`src/rtl/ccp_pwm_pkg.sv`:
```
// Register map, field layout and timing constants of the PWM output unit
package ccp_pwm_pkg;

   // Bus widths
   localparam int ADDR_W = 4;
   localparam int DATA_W = 8;

   // Register offsets
   localparam logic [3:0] ADDR_UNIT1_CONTROL   = 4'h0;
   localparam logic [3:0] ADDR_UNIT1_DUTY_HIGH = 4'h1;
   localparam logic [3:0] ADDR_UNIT1_SHADOW    = 4'h2;
   localparam logic [3:0] ADDR_UNIT2_CONTROL   = 4'h3;
   localparam logic [3:0] ADDR_UNIT2_DUTY_HIGH = 4'h4;
   localparam logic [3:0] ADDR_UNIT2_SHADOW    = 4'h5;
   localparam logic [3:0] ADDR_PERIOD          = 4'h6;
   localparam logic [3:0] ADDR_TIMER2_CONTROL  = 4'h7;
   localparam logic [3:0] ADDR_TIMER2_COUNT    = 4'h8;
   localparam logic [3:0] ADDR_PIN_SELECT      = 4'h9;
   localparam logic [3:0] ADDR_PORT_LATCH      = 4'ha;
   localparam logic [3:0] ADDR_PIN_DIRECTION   = 4'hb;

   // Unit control fields: duty low bits 5:4, mode select 3:0
   localparam int         DUTY_LOW_LSB   = 4;
   localparam int         MODE_PWM_LSB   = 2;
   localparam logic [1:0] MODE_PWM_MSBS  = 2'b11;
   localparam logic [7:0] CONTROL_MASK   = 8'h3f;

   // Timer control fields: postscale 6:3, enable 2, prescale 1:0
   localparam int         TIMER_ON_BIT   = 2;
   localparam logic [7:0] TIMER_CTL_MASK = 8'h7f;

   // Pin select, port latch and direction bits
   localparam int         PIN_SELECT_BIT = 0;
   localparam logic [7:0] PIN_SELECT_MASK = 8'h01;
   localparam int         PIN_UNIT1_BIT  = 0;
   localparam int         PIN_ALT_A_BIT  = 1;
   localparam int         PIN_ALT_B_BIT  = 2;
   localparam logic [7:0] PIN_MASK       = 8'h07;

   // Reset values
   localparam logic [7:0] REG_RESET       = 8'h00;
   localparam logic [7:0] DIRECTION_RESET = 8'h07;

   // Timer prescale settings
   typedef enum logic [1:0] {
      PRE_1   = 2'b00,
      PRE_4   = 2'b01,
      PRE_16  = 2'b10,
      PRE_16B = 2'b11
   } prescale_e;

   // Oscillator periods per timer step at 1:1, and prescaler counter width
   localparam int         TOSC_PER_STEP = 4;
   localparam int         PRE_CNT_W     = 6;
   localparam logic [5:0] PRE_LAST_1    = 6'(TOSC_PER_STEP * 1 - 1);
   localparam logic [5:0] PRE_LAST_4    = 6'(TOSC_PER_STEP * 4 - 1);
   localparam logic [5:0] PRE_LAST_16   = 6'(TOSC_PER_STEP * 16 - 1);

endpackage

```
`src/rtl/ccp_pwm_output_unit.sv`:
```
// Two-unit PWM generator on an 8-bit timer with register port and pin muxing
module ccp_pwm_output_unit
   import ccp_pwm_pkg::*;
(
   input  wire logic              clk_sys,
   input  wire logic              rst,
   input  wire logic [ADDR_W-1:0] regAddr,
   input  wire logic [DATA_W-1:0] regWriteData,
   input  wire logic              regWrite,
   input  wire logic              regRead,
   output logic      [DATA_W-1:0] regReadData,
   input  wire logic              sleep,
   output logic                   pwmOutputPin1,
   output logic                   pwmOutputPin1Oe,
   output logic                   ccp2PinAltA,
   output logic                   ccp2PinAltAOe,
   output logic                   ccp2PinAltB,
   output logic                   ccp2PinAltBOe
);

   localparam logic [3:0] CTRL_ADDR [2]   = '{ADDR_UNIT1_CONTROL, ADDR_UNIT2_CONTROL};
   localparam logic [3:0] DUTY_ADDR [2]   = '{ADDR_UNIT1_DUTY_HIGH, ADDR_UNIT2_DUTY_HIGH};
   localparam logic [3:0] SHADOW_ADDR [2] = '{ADDR_UNIT1_SHADOW, ADDR_UNIT2_SHADOW};

   logic [7:0]           control [2];
   logic [7:0]           dutyHigh [2];
   logic [7:0]           shadowHigh [2];
   logic [1:0]           shadowLow [2];
   logic [9:0]           dutyVal [2];
   logic [9:0]           shadowVal [2];
   logic [1:0]           pwmMode;
   logic [1:0]           level;
   logic [1:0]           wave;
   logic [7:0]           period;
   logic [7:0]           timerCtl;
   logic [7:0]           timerCount;
   logic [7:0]           pinSelect;
   logic [7:0]           portLatch;
   logic [7:0]           direction;
   logic [PRE_CNT_W-1:0] preCnt;
   logic [PRE_CNT_W-1:0] preLast;
   logic [1:0]           fineBits;
   logic [9:0]           timeBase;
   prescale_e            prescaleSel;
   logic                 timerOn;
   logic                 increment;
   logic                 periodEnd;
   logic                 swWriteCount;
   logic [7:0]           next_readData;

   // Prescale decode; postscale bits 6:3 are stored but never reach the PWM
   assign prescaleSel  = prescale_e'(timerCtl[1:0]);
   assign timerOn      = timerCtl[TIMER_ON_BIT];
   assign swWriteCount = regWrite && (regAddr == ADDR_TIMER2_COUNT);

   always_comb
   begin
      case (prescaleSel)
         PRE_1:
         begin
            preLast  = PRE_LAST_1;
            fineBits = preCnt[1:0];
         end
         PRE_4:
         begin
            preLast  = PRE_LAST_4;
            fineBits = preCnt[3:2];
         end
         default:
         begin
            preLast  = PRE_LAST_16;
            fineBits = preCnt[5:4];
         end
      endcase
   end

   // One timer step per four oscillator periods times prescale, none in sleep
   assign increment = timerOn && !sleep && (preCnt == preLast);
   assign periodEnd = increment && (timerCount == period);
   assign timeBase  = {timerCount, fineBits};

   // Prescaler counter; cleared while the timer is off so a restart is clean
   always_ff @(posedge clk_sys)
   begin
      if (rst)
         preCnt <= '0;
      else if (!timerOn)
         preCnt <= '0;
      else if (!sleep)
         preCnt <= increment ? '0 : preCnt + 6'h01;
   end

   // Timer count; a software write wins over the step
   always_ff @(posedge clk_sys)
   begin
      if (rst)
         timerCount <= REG_RESET;
      else if (swWriteCount)
         timerCount <= regWriteData;
      else if (increment)
         timerCount <= periodEnd ? 8'h00 : timerCount + 8'h01;
   end

   // Shared configuration registers
   always_ff @(posedge clk_sys)
   begin
      if (rst)
      begin
         period    <= REG_RESET;
         timerCtl  <= REG_RESET;
         pinSelect <= REG_RESET;
         portLatch <= REG_RESET;
         direction <= DIRECTION_RESET;
      end
      else if (regWrite)
      begin
         case (regAddr)
            ADDR_PERIOD:         period    <= regWriteData;
            ADDR_TIMER2_CONTROL: timerCtl  <= regWriteData & TIMER_CTL_MASK;
            ADDR_PIN_SELECT:     pinSelect <= regWriteData & PIN_SELECT_MASK;
            ADDR_PORT_LATCH:     portLatch <= regWriteData & PIN_MASK;
            ADDR_PIN_DIRECTION:  direction <= regWriteData & PIN_MASK;
            default:             period    <= period;
         endcase
      end
   end

   // Per-unit registers, duty buffering and waveform level
   for (genvar u = 0; u < 2; u++)
   begin : g_unit
      assign pwmMode[u]   = control[u][3:MODE_PWM_LSB] == MODE_PWM_MSBS;
      assign dutyVal[u]   = {dutyHigh[u], control[u][DUTY_LOW_LSB +: 2]};
      assign shadowVal[u] = {shadowHigh[u], shadowLow[u]};

      // Control and programmed duty are writable at any moment
      always_ff @(posedge clk_sys)
      begin
         if (rst)
         begin
            control[u]  <= REG_RESET;
            dutyHigh[u] <= REG_RESET;
         end
         else if (regWrite && regAddr == CTRL_ADDR[u])
            control[u] <= regWriteData & CONTROL_MASK;
         else if (regWrite && regAddr == DUTY_ADDR[u])
            dutyHigh[u] <= regWriteData;
      end

      // In PWM mode shadow loads only at period end, so a mid-period write cannot glitch
      always_ff @(posedge clk_sys)
      begin
         if (rst)
         begin
            shadowHigh[u] <= REG_RESET;
            shadowLow[u]  <= 2'b00;
         end
         else if (periodEnd && pwmMode[u])
         begin
            shadowHigh[u] <= dutyVal[u][9:2];
            shadowLow[u]  <= dutyVal[u][1:0];
         end
         else if (regWrite && regAddr == SHADOW_ADDR[u] && !pwmMode[u])
            shadowHigh[u] <= regWriteData;
      end

      // Set at period start, clear on time-base match; no match if too long
      always_ff @(posedge clk_sys)
      begin
         if (rst)
            level[u] <= 1'b0;
         else if (!pwmMode[u])
            level[u] <= 1'b0;
         else if (sleep)
            level[u] <= level[u];
         else if (periodEnd)
            level[u] <= dutyVal[u] != 10'h000;
         else if (timeBase == shadowVal[u])
            level[u] <= 1'b0;
      end

      // Waveform drops in the match cycle itself, since level lags by one edge;
      // without this a pulse runs one clock long and a last-step match is lost
      assign wave[u] = level[u] && (timeBase != shadowVal[u]);

   end

   // Pins: PWM level replaces the port latch on pin 1 and on the selected unit 2 pin while in PWM mode
   always_ff @(posedge clk_sys)
   begin
      if (rst)
      begin
         pwmOutputPin1 <= 1'b0;
         ccp2PinAltA   <= 1'b0;
         ccp2PinAltB   <= 1'b0;
      end
      else
      begin
         pwmOutputPin1 <= pwmMode[0] ? wave[0] : portLatch[PIN_UNIT1_BIT];
         ccp2PinAltA   <= (pwmMode[1] && !pinSelect[PIN_SELECT_BIT]) ? wave[1]
                          : portLatch[PIN_ALT_A_BIT];
         ccp2PinAltB   <= (pwmMode[1] && pinSelect[PIN_SELECT_BIT]) ? wave[1]
                          : portLatch[PIN_ALT_B_BIT];
      end
   end

   // Drivers follow direction bits; reset leaves every pin an input
   always_ff @(posedge clk_sys)
   begin
      if (rst)
      begin
         pwmOutputPin1Oe <= 1'b0;
         ccp2PinAltAOe   <= 1'b0;
         ccp2PinAltBOe   <= 1'b0;
      end
      else
      begin
         pwmOutputPin1Oe <= !direction[PIN_UNIT1_BIT];
         ccp2PinAltAOe   <= !direction[PIN_ALT_A_BIT];
         ccp2PinAltBOe   <= !direction[PIN_ALT_B_BIT];
      end
   end

   // Read mux; unmapped offsets read zero
   always_comb
   begin
      case (regAddr)
         ADDR_UNIT1_CONTROL:   next_readData = control[0];
         ADDR_UNIT1_DUTY_HIGH: next_readData = dutyHigh[0];
         ADDR_UNIT1_SHADOW:    next_readData = shadowHigh[0];
         ADDR_UNIT2_CONTROL:   next_readData = control[1];
         ADDR_UNIT2_DUTY_HIGH: next_readData = dutyHigh[1];
         ADDR_UNIT2_SHADOW:    next_readData = shadowHigh[1];
         ADDR_PERIOD:          next_readData = period;
         ADDR_TIMER2_CONTROL:  next_readData = timerCtl;
         ADDR_TIMER2_COUNT:    next_readData = timerCount;
         ADDR_PIN_SELECT:      next_readData = pinSelect;
         ADDR_PORT_LATCH:      next_readData = portLatch;
         ADDR_PIN_DIRECTION:   next_readData = direction;
         default:              next_readData = 8'h00;
      endcase
   end

   // Read data valid only in the cycle after the strobe
   always_ff @(posedge clk_sys)
   begin
      if (rst)
         regReadData <= 8'h00;
      else
         regReadData <= regRead ? next_readData : 8'h00;
   end
endmodule

```
`config.mk`:
```
export PLATFORM = sky130hd
export DESIGN_NAME = ccp_pwm_output_unit
export DESIGN_NICKNAME = d
export VERILOG_FILES = /design/src/rtl/ccp_pwm_pkg.sv /design/src/rtl/ccp_pwm_output_unit.sv
export SDC_FILE = /design/constraint.sdc
export NUM_CORES = 1
export LEC_CHECK = 0
export ABC_AREA = 1
export BUFFER_PORTS_ARGS = -buffer_cell sky130_fd_sc_hd__buf_2
export CAP_MARGIN = 20
export CORE_MARGIN = 2
export CORE_UTILIZATION = 61
export DETAILED_ROUTE_END_ITERATION = 12
export GPL_TIMING_DRIVEN = 0
export PLACE_DENSITY = 0.76
export REMOVE_ABC_BUFFERS = 1
export SLEW_MARGIN = 20
export SYNTH_ARGS = -nofsm -noshare
export SYNTH_HDL_FRONTEND = slang
export SYNTH_SLANG_ARGS = --single-unit
```
`constraint.sdc`:
```
create_clock -name clk_sys -period 2.4 [get_ports clk_sys]
set_input_delay 0.36 -clock clk_sys [delete_from_list [all_inputs] [get_ports clk_sys]]
set_output_delay 0.36 -clock clk_sys [all_outputs]
set_load 0.05 [all_outputs]
```
# Word-level counts from Yosys, hierarchy flattened
# Memory sizes are Yosys's and may differ from the RTL's.
# Index checks and enable logic that the tools add are counted.
# word_totals
ff_bits	52
latchBits	0
ram_bits	48
mem_bits_ro	0
output_inout_bits	14
wordCells	154
memories	4
# classes
addsub	2
multipliers	0
div	0
magnitude_cmp	0
eq_ne	20
shifts	0
mux	54
n_bitwise	15
reduce_logical	43
# memory_table
name	depth	word_bits	rd	rd_ports_with_merged_regs	write_ports	line_no	source
dutyHigh	2	8	2	0	2	ccp_pwm_output_unit.sv:26	logic [7:0] dutyHigh [2];
shadowHigh	2	8	2	0	2	ccp_pwm_output_unit.sv:27	logic [7:0] shadowHigh [2];
control	2	6	2	0	2	ccp_pwm_output_unit.sv:25	logic [7:0] control [2];
shadowLow	2	2	2	0	2	ccp_pwm_output_unit.sv:28	logic [1:0] shadowLow [2];
# op_table
operator	count
8-bit one-hot mux with 12 select lines	1
8-bit 2-to-1 mux	9
1-bit 2-to-1 mux	37
10-bit == test	2
10-bit inequality test	2
10-bit nonzero test	2
1-bit logical AND	18
6-bit 2-to-1 mux	3
4-bit by 3-bit == test with 1-bit output, second input constant	4
4-bit == test, second input constant	4
2-bit AND reduction	7
6-bit one-hot mux with 2 select lines	1
1-bit OR	10
8-bit by 1-bit adder with 8-bit output, second input constant	1
4-bit by 2-bit == test with 1-bit output, second input constant	2
8-bit == test	1
2-bit OR reduction	4
1-bit logical NOT	7
6-bit by 1-bit adder with 6-bit output, second input constant	1
6-bit == test	1
2-bit nonzero test	3
1-bit inverter	5
2-bit == test, second input constant	2
4-bit by 1-bit == test with 1-bit output, second input constant	1
5 further kinds	6

# Logic depth before layout (Yosys ltp)
# Gate-level depths: netlist of the first run.
# depth
depth_word	11
mapped_depth	11
mapped_depth_nobuf	10

# Worst setup path before layout of the first run
# OpenSTA, ideal clock, no wires.
# synth_path
path_type	input-to-reg
start	in regAddr[1]
end	mem dutyHigh[1][0], enable pin
arrival_ps	1507
required_ps	2016
path_slack_ps	509
stages	5
path_buffers	0
cell_sequence	nor2_1 > inv_1 > nor2_2 > inv_1 > o21ai_0
# synth_lines
item	line_no	source
start, declared	ccp_pwm_output_unit.sv:7	input wire logic [ADDR_W-1:0] regAddr,
end, declared	ccp_pwm_output_unit.sv:26	

==> summary.md, run 1 <==
| Metric | Value |
|---|---|
| First-pass GRT wire length | roughly 21 mm |
| Area delta synth->final | 7.11% |
| Root Driver | clkbuf_8 |
| Fraction of layout cells with a size suffix above 1 | roughly a tenth |
| Port bufs | 30 |
| Mapped Area | about 5200 sq um |
| FFs w/ async S/R, synth | 0% |
| Vias in the first global route | just over 4000 |
| Core Region | between 8000 and 9000 sq um |
| Fin nets | around 700 |
| Gr ovfl total | 0 |
| Post_cts resized | 0 |
| Via count | roughly 4600 |
| # clock sinks | 100 |
| Setup WS pre-CTS | -0.0426 ns |
| CTS H-tree depth | 3 |
| Synthesized flop and latch total | 100 |
| Busiest grt layer | met2 |
| Max-Cap Viols | 0 |
| Hold_buf cts | 0 |
| Leak Pwr | 0.00231 uW |
| Fmax | between 400 and 500 MHz |
| Setup crit end kind | register |
| PD cells | about 570 nW/um^2 |
| Total CTS buffers | 9 |
| DRC | 0 |
| Inserted Diodes | 0 |
| Pwr Total | between 3000 and 4000 uW |
| Row cnt | 33 |
| Met2 global-route usage | 50.7% |
| Post-Route WL | roughly 14 mm |
| Synth Flop Type | dfxtp_1 |
| Final ANT Viol Nets | 0 |
| Setup repair after global routing missed its margin | no |
| Largest net degree at the start of global routing | 30 |
| Critical Path Fanout Max | 11 |
| Crit path arrival time | between 2 and 2.5 ns |
| Logic pwr share | about a tenth |
| Post-synthesis sequential area ratio | between 40 and 50% |
| Worst vdd ir | between 0.5 and 0.6 mV |
| Netlist cell types | 39 |
| Number of enable flip-flop cells after synthesis | 48 |
| CTS tree | built |
| Slew margin rel. | about two fifths |
| Final period utilization | around 94% |
| HPWL Detailed | 10.4 mm |
| Final instance area | around 5600 sq um |
| Final clock skew | about 0.019 ns |
| Pre-Repair DR Iteration Count | 5 |
| Clock power frac | about a third |
| Yosys top cell area share | between 20% and 30% |
| Clk_lat worst skew | 0.37 ns |
| Flop pwr share | between 50 and 60% |
| Setup ws final | roughly 0.13 ns |
| GPL Wtd Cong | slightly below 1 |
| Yosys warns | 0 |
| DP Area | between 5000 and 6000 sq um |
| Die area | ~9300 sq um |
| Status | finished, final reports clean |
| Die X | between 90 and 100 um |
| Yosys top cell by area | edfxtp_1 |
| Initial Util | between 60 and 70% |
| Wire per inst | about 17 um |
| Iter 0 DRT Violations | 373 |
| Area contributors post-synth | edfxtp_1 28%, dfxtp_1 20%, nand2_1 11%, inv_1 6.0%, nor2_1 5.1% |
| Setup bufs post-CTS | 0 |
| Worst setup path category | register to register |
| Reg clk slew, reported paths | approximately 0.1 ns |
| Cell internal pwr | 2310 uW |
| Via density | a little under 6 |
| Max-slew violations | 0 |
| Final setup viols | 0 |
| Final min period | between 2 and 2.5 ns |
| I/O pins | 31 |
| Grt met1 use | between 40% and 50% |
| Worst Path Required | roughly 2.4 ns |
| Die height | a little under 100 um |
| Critical path launch point type | register |
| Clock Path Buffers | 2 |
| Mapped Cells | approximately 660 |
| Syn Area/Cell | just under 8 sq um |
| Sw Pwr | roughly 880 uW |
| Fillers | 713 |
| Hold Path Class | primary input to register |
| Antenna violations before repair | 0 |
| Worst-margin pin slew | 0.862 ns |
| Switching fraction of total power | between 20 and 30% |
| Final Hold Viols | 0 |
| M3 GR Usage | about 6% |
| Gr usage total | roughly 31% |
worst paths after layout:
kind,endpoint,slack [ns],from,depth (start not counted)
min,preCnt[1],0.21,sleep,2
min reg2reg,ccp2PinAltAOe,0.41,direction[1],1
max,shadowHigh[1][1],0.13,timerCount[0],8
max reg2reg,shadowHigh[1][1],0.13,timerCount[0],8
metrics by stage:
step	TNS, ns	util (%)	instances	hold slack (ns)
finish	0	67.7	795	0.211
global route	0	67.7	795	0.219
CTS	0	67.7	795	0.201
detailed placement	-0.354	65.5	779	0.402
global placement	-0.0776	65.5	779	0.400
floorplan	0	-	644	0.388
cells in the final DEF (no fill, tap or decap), drive strengths merged, types with 14 or more instances in the layout:
cell type / n
a21oi: 39
buf: 30
dfxtp: 52
edfxtp: 48
inv: 93
nand2: 160
nand3: 38
nand4: 20
nor2: 78
o21ai: 44
o22ai: 17
xnor2: 14
flip-flops by register name (all words and copies together), names as in the netlist:
name / count
period: 8
ccp2PinAltB: 1
ccp2PinAltA: 1
direction: 3
level: 2
portLatch: 3
regReadData: 8
timerCount: 8
pwmOutputPin1Oe: 1
control: 12
dutyHigh: 16
ccp2PinAltBOe: 1
shadowHigh: 16
ccp2PinAltAOe: 1
timerCtl: 7
preCnt: 6
shadowLow: 4
pwmOutputPin1: 1
pinSelect: 1
area by class of cell:
type	instances	area, sq um	area share, %
clock buffers	9	124	2.23
multi-input cells	454	2280	41.0
clock inverters	7	56.3	1.01
inverters	90	338	6.07
flip-flops and latches	100	2480	44.6
well taps	105	131	2.36
repair buffers	30	150	2.70
layer usage:
layer	share of wire, %	routed length [um]
met4	3.3	457
met1	42	5830
met3	8.8	1220
met2	46	6400
met5	0	0
cells by family (layout without fill, tap and decap cells):
kind of cell,after synthesis,in the layout,share of synthesized area (%)
buf+inv,110,136,8.29
simple gates,310,310,26.7
compound gates,121,121,13.2
fa+ha+maj,2,2,0.482
flops,100,100,47.8
xor+xnor,21,21,3.54
power groups by stage:
| stage | registers, uW | logic, uW | clock network (uW) |
|---|---|---|---|
| detailed placement | 1920 | 292 | 0 |
| CTS | 1880 | 294 | 1020 |
| global route | 1890 | 326 | 1080 |
| global placement | 1920 | 287 | 0 |
| floorplan | 1930 | 169 | 0 |
| finish | 1880 | 300 | 1010 |
cell usage after synthesis, types with 12 or more instances:
library cell	instances
o21ai_0	30
nand2_1	155
nand4_1	20
nor2_1	71
o22ai_1	17
nand3_1	35
o21ai_1	12
dfxtp_1	52
a21oi_1	39
edfxtp_1	48
xnor2_1	14
inv_1	83
worst max-delay path: stages (launching register included):
cell and delay, ns:
dfxtp_1 0.57, inv_2 0.14, nand2_1 0.09, nand3_1 0.09
nor2_1 0.23, nand2_4 0.16, nor2_8 0.20, nand2_4 0.13
nand3_1 0.31
No activity file was read; power rests on OpenSTA's default activity.
==> run 2: changes to the inputs <==
--- a/config.mk
+++ b/config.mk
@@ -5,7 +5,6 @@
 export SDC_FILE = /design/constraint.sdc
 export NUM_CORES = 1
 export LEC_CHECK = 0
-export ABC_AREA = 1
 export BUFFER_PORTS_ARGS = -buffer_cell sky130_fd_sc_hd__buf_2
 export CAP_MARGIN = 20
 export CORE_MARGIN = 2
==> summary.md, run 2 <==
| Metric | Value |
|---|---|
| Cell at the slowest stage of the critical path | or4_4 |
| Clock Path Buffers | 2 |
| Via density | roughly 6.7 |
| Mapped Area | 5190 sq um |
| Synthesized flop and latch total | 100 |
| Fraction of layout cells with a size suffix above 1 | ~15% |
| Clk_lat worst skew | 0.37 ns |
| Final setup viols | 0 |
| Setup WS pre-CTS | -0.922 ns |
| Final period utilization | a little over nine tenths |
| Root Driver | clkbuf_8 |
| Total CTS buffers | 9 |
| Post-Route WL | between 10 and 15 mm |
| Multi-input logic area | 2610 sq um |
| Final ANT Viol Nets | 0 |
| Vias in the first global route | around 4000 |
| Yosys top cell by area | edfxtp_1 |
| Final core occ | 69.3% |
| M3 GR Usage | just over 8% |
| Hold Path Class | primary input to register |
| Inserted Diodes | 0 |
| Gr ovfl total | 0 |
| DRC | 0 |
| Slowest cell delay on critical path | about 0.57 ns |
| Commonest cells after routing, fill and taps aside | 52 x dfxtp_1, 48 x edfxtp_1, 45 x nand2_1, 30 x a21oi_1, 30 x and2_1 |
| Total negative slack | 0 ns |
| Iter 0 DRT Violations | between 400 and 500 |
| Placed insts | roughly 630 |
| Grt met1 use | a little under half |
| HPWL Detailed | 10.2 mm |
| Gr usage total | 33.5% |
| I/O pins | 31 |
| PD cells | roughly 590 nW/um^2 |
| Final Hold Viols | 0 |
| Synth top cells by count | 52 x dfxtp_1, 48 x edfxtp_1, 46 x nand2_1 |
| Setup ws final | roughly 0.11 ns |
| Worst vdd ir | approximately 0.41 mV |
| Fin cells | between 600 and 700 |
| CTS tree | built |
| Die X | 96.2 um |
| Largest net degree at the start of global routing | 37 |
| Post-synthesis sequential area ratio | around 48% |
| GPL Wtd Cong | roughly 1.0 |
| Setup crit end kind | register |
| Critical Path Fanout Max | 8 |
| Fmax | roughly 440 MHz |
| Die height | ~96 um |
| Core Region | 8220 sq um |
| Status | finished, final reports clean |
| Synth Flop Type | dfxtp_1 |
| Slew margin rel. | between 40% and 50% |
| Critical path launch point type | register |
| Yosys warns | 0 |
| Met2 global-route usage | about half |
| # clock sinks | 100 |
| Worst-margin pin slew | 0.829 ns |
| Reg clk slew, reported paths | around 0.10 ns |
| Port bufs | 30 |
| Busiest grt layer | met2 |
| Mapped Cells | between 500 and 600 |
| Max-slew violations | 0 |
| Area delta synth->final | 9.79% |
| Fin nets | about 560 |
| Crit-path cells | or4_4, a221oi_4, nand3_4, o21ai_4, a41o_4 |
| Initial Util | a little over three fifths |
| Fillers | 635 |
| Number of enable flip-flop cells after synthesis | 48 |
| Yosys top cell area share | between 20 and 30% |
| Worst setup path category | register to register |
| Setup repair after global routing missed its margin | no |
| Final min period | about 2.3 ns |
| First-pass GRT wire length | 22.4 mm |
| Wire per inst | about 23 um |
| Most common cell in the netlist | dfxtp_1 |
| Crit path arrival time | between 2 and 2.5 ns |
| Row cnt | 33 |
| Antenna violations before repair | 0 |
| Worst Path Required | 2.47 ns |
| Via count | between 4000 and 5000 |
| CTS H-tree depth | 3 |
| Pwr Total | ~3300 uW |
| Largest regs | dutyHigh (16), shadowHigh (16), control (12) |
| Netlist cell types | between 60 and 70 |
| Die area | 9260 sq um |
| Pre-Repair DR Iteration Count | 6 |
| FF/Latch Area | roughly 2500 sq um |
| Area contributors post-synth | edfxtp_1 28%, dfxtp_1 20%, xor2_1 4.4%, and2_1 3.6%, nand2_1 3.3% |
| Max-Cap Viols | 0 |
| Syn Area/Cell | 9.89 sq um |
| Final clock skew | ~0.015 ns |
| FFs w/ async S/R, synth | 0% |
| Leak Pwr | about 0.0021 uW |
| Most common cell after layout, fill and taps aside | dfxtp_1 |
run 2: cell types whose count changed in the layout (fill, tap and decap cells not counted), sizes merged, moves of 9 or more:
cell | before | now
inv | 93 | 8
mux2i | 0 | 15
xor2 | 7 | 26
nor2 | 78 | 30
a22o | 0 | 18
o21ai | 44 | 33
nor3 | 7 | 16
o22ai | 17 | 5
nand2 | 160 | 46
nand4 | 20 | 1
and2 | 0 | 30
nand3 | 38 | 25
run 2: path summary, 6_finish.rpt:
path | startpoint | end | slack, ns | depth (start not counted)
worst max-delay path | preCnt[2] | shadowHigh[0][6] | 0.11 | 5
worst min-delay path | regWriteData[4] | timerCtl[4] | 0.32 | 3
worst max register to register | preCnt[2] | shadowHigh[0][6] | 0.11 | 5
worst min register to register | direction[0] | pwmOutputPin1Oe | 0.46 | 1
run 2: cell type report:
cell class	instances	area share, %
inverters	8	0.549
flip-flops and latches	100	43.6
clock buffers	9	2.17
well taps	105	2.31
multi-input cells	382	45.9
clock inverters	7	1.41
repair buffers	38	4.13
run 2: critical path: cells and delay by family, from the launching register on:
family	cells	cell delay [ns]
compound gates	3	0.81
flops	1	0.38
simple gates	2	0.79
run 2: power by group:
| part | switching, uW | internal [uW] |
|---|---|---|
| Sequential | 53.0 | 1840 |
| Clock | 616 | 498 |
| Combinational | 239 | 104 |
| Total | 908 | 2440 |
run 2: metal layers:
metal	vias up	routed length [um]	share of wire [%]
li1	1974	-	-
met1	2063	6060	41
met2	275	6670	45
met3	39	1560	11
met4	0	476	3.2
met5	-	0	0
run 2: cell families (layout without fill, tap and decap cells):
family	after synthesis	after routing	synth area share (%)
AO/OA/AOI/OAI	133	133	17.5
XOR/XNOR	33	33	5.57
adder cells (fa/ha/maj)	2	2	0.482
buffers and inverters	43	62	3.21
flip-flops	100	100	47.8
multiplexers	25	25	5.50
AND/OR/NAND/NOR	189	189	19.9
run 2: per-stage QoR:
step           instance area (sq um)  hold slack [ns]
2_1_floorplan                   5050            0.398
3_3_place_gp                    5340            0.435
3_5_place_dp                    5340            0.440
4_1_cts                         5610            0.305
5_1_grt                         5700            0.331
6_report                        5700            0.322
run 2: repair_timing:
item | 4_1_cts | 5_1_grt
pin swaps | 3 | 4
resized for setup | 11 | 6
hold buffers | 0 | 0
setup buffers | 2 | 5
endpoints found under the setup margin | 53 | 56
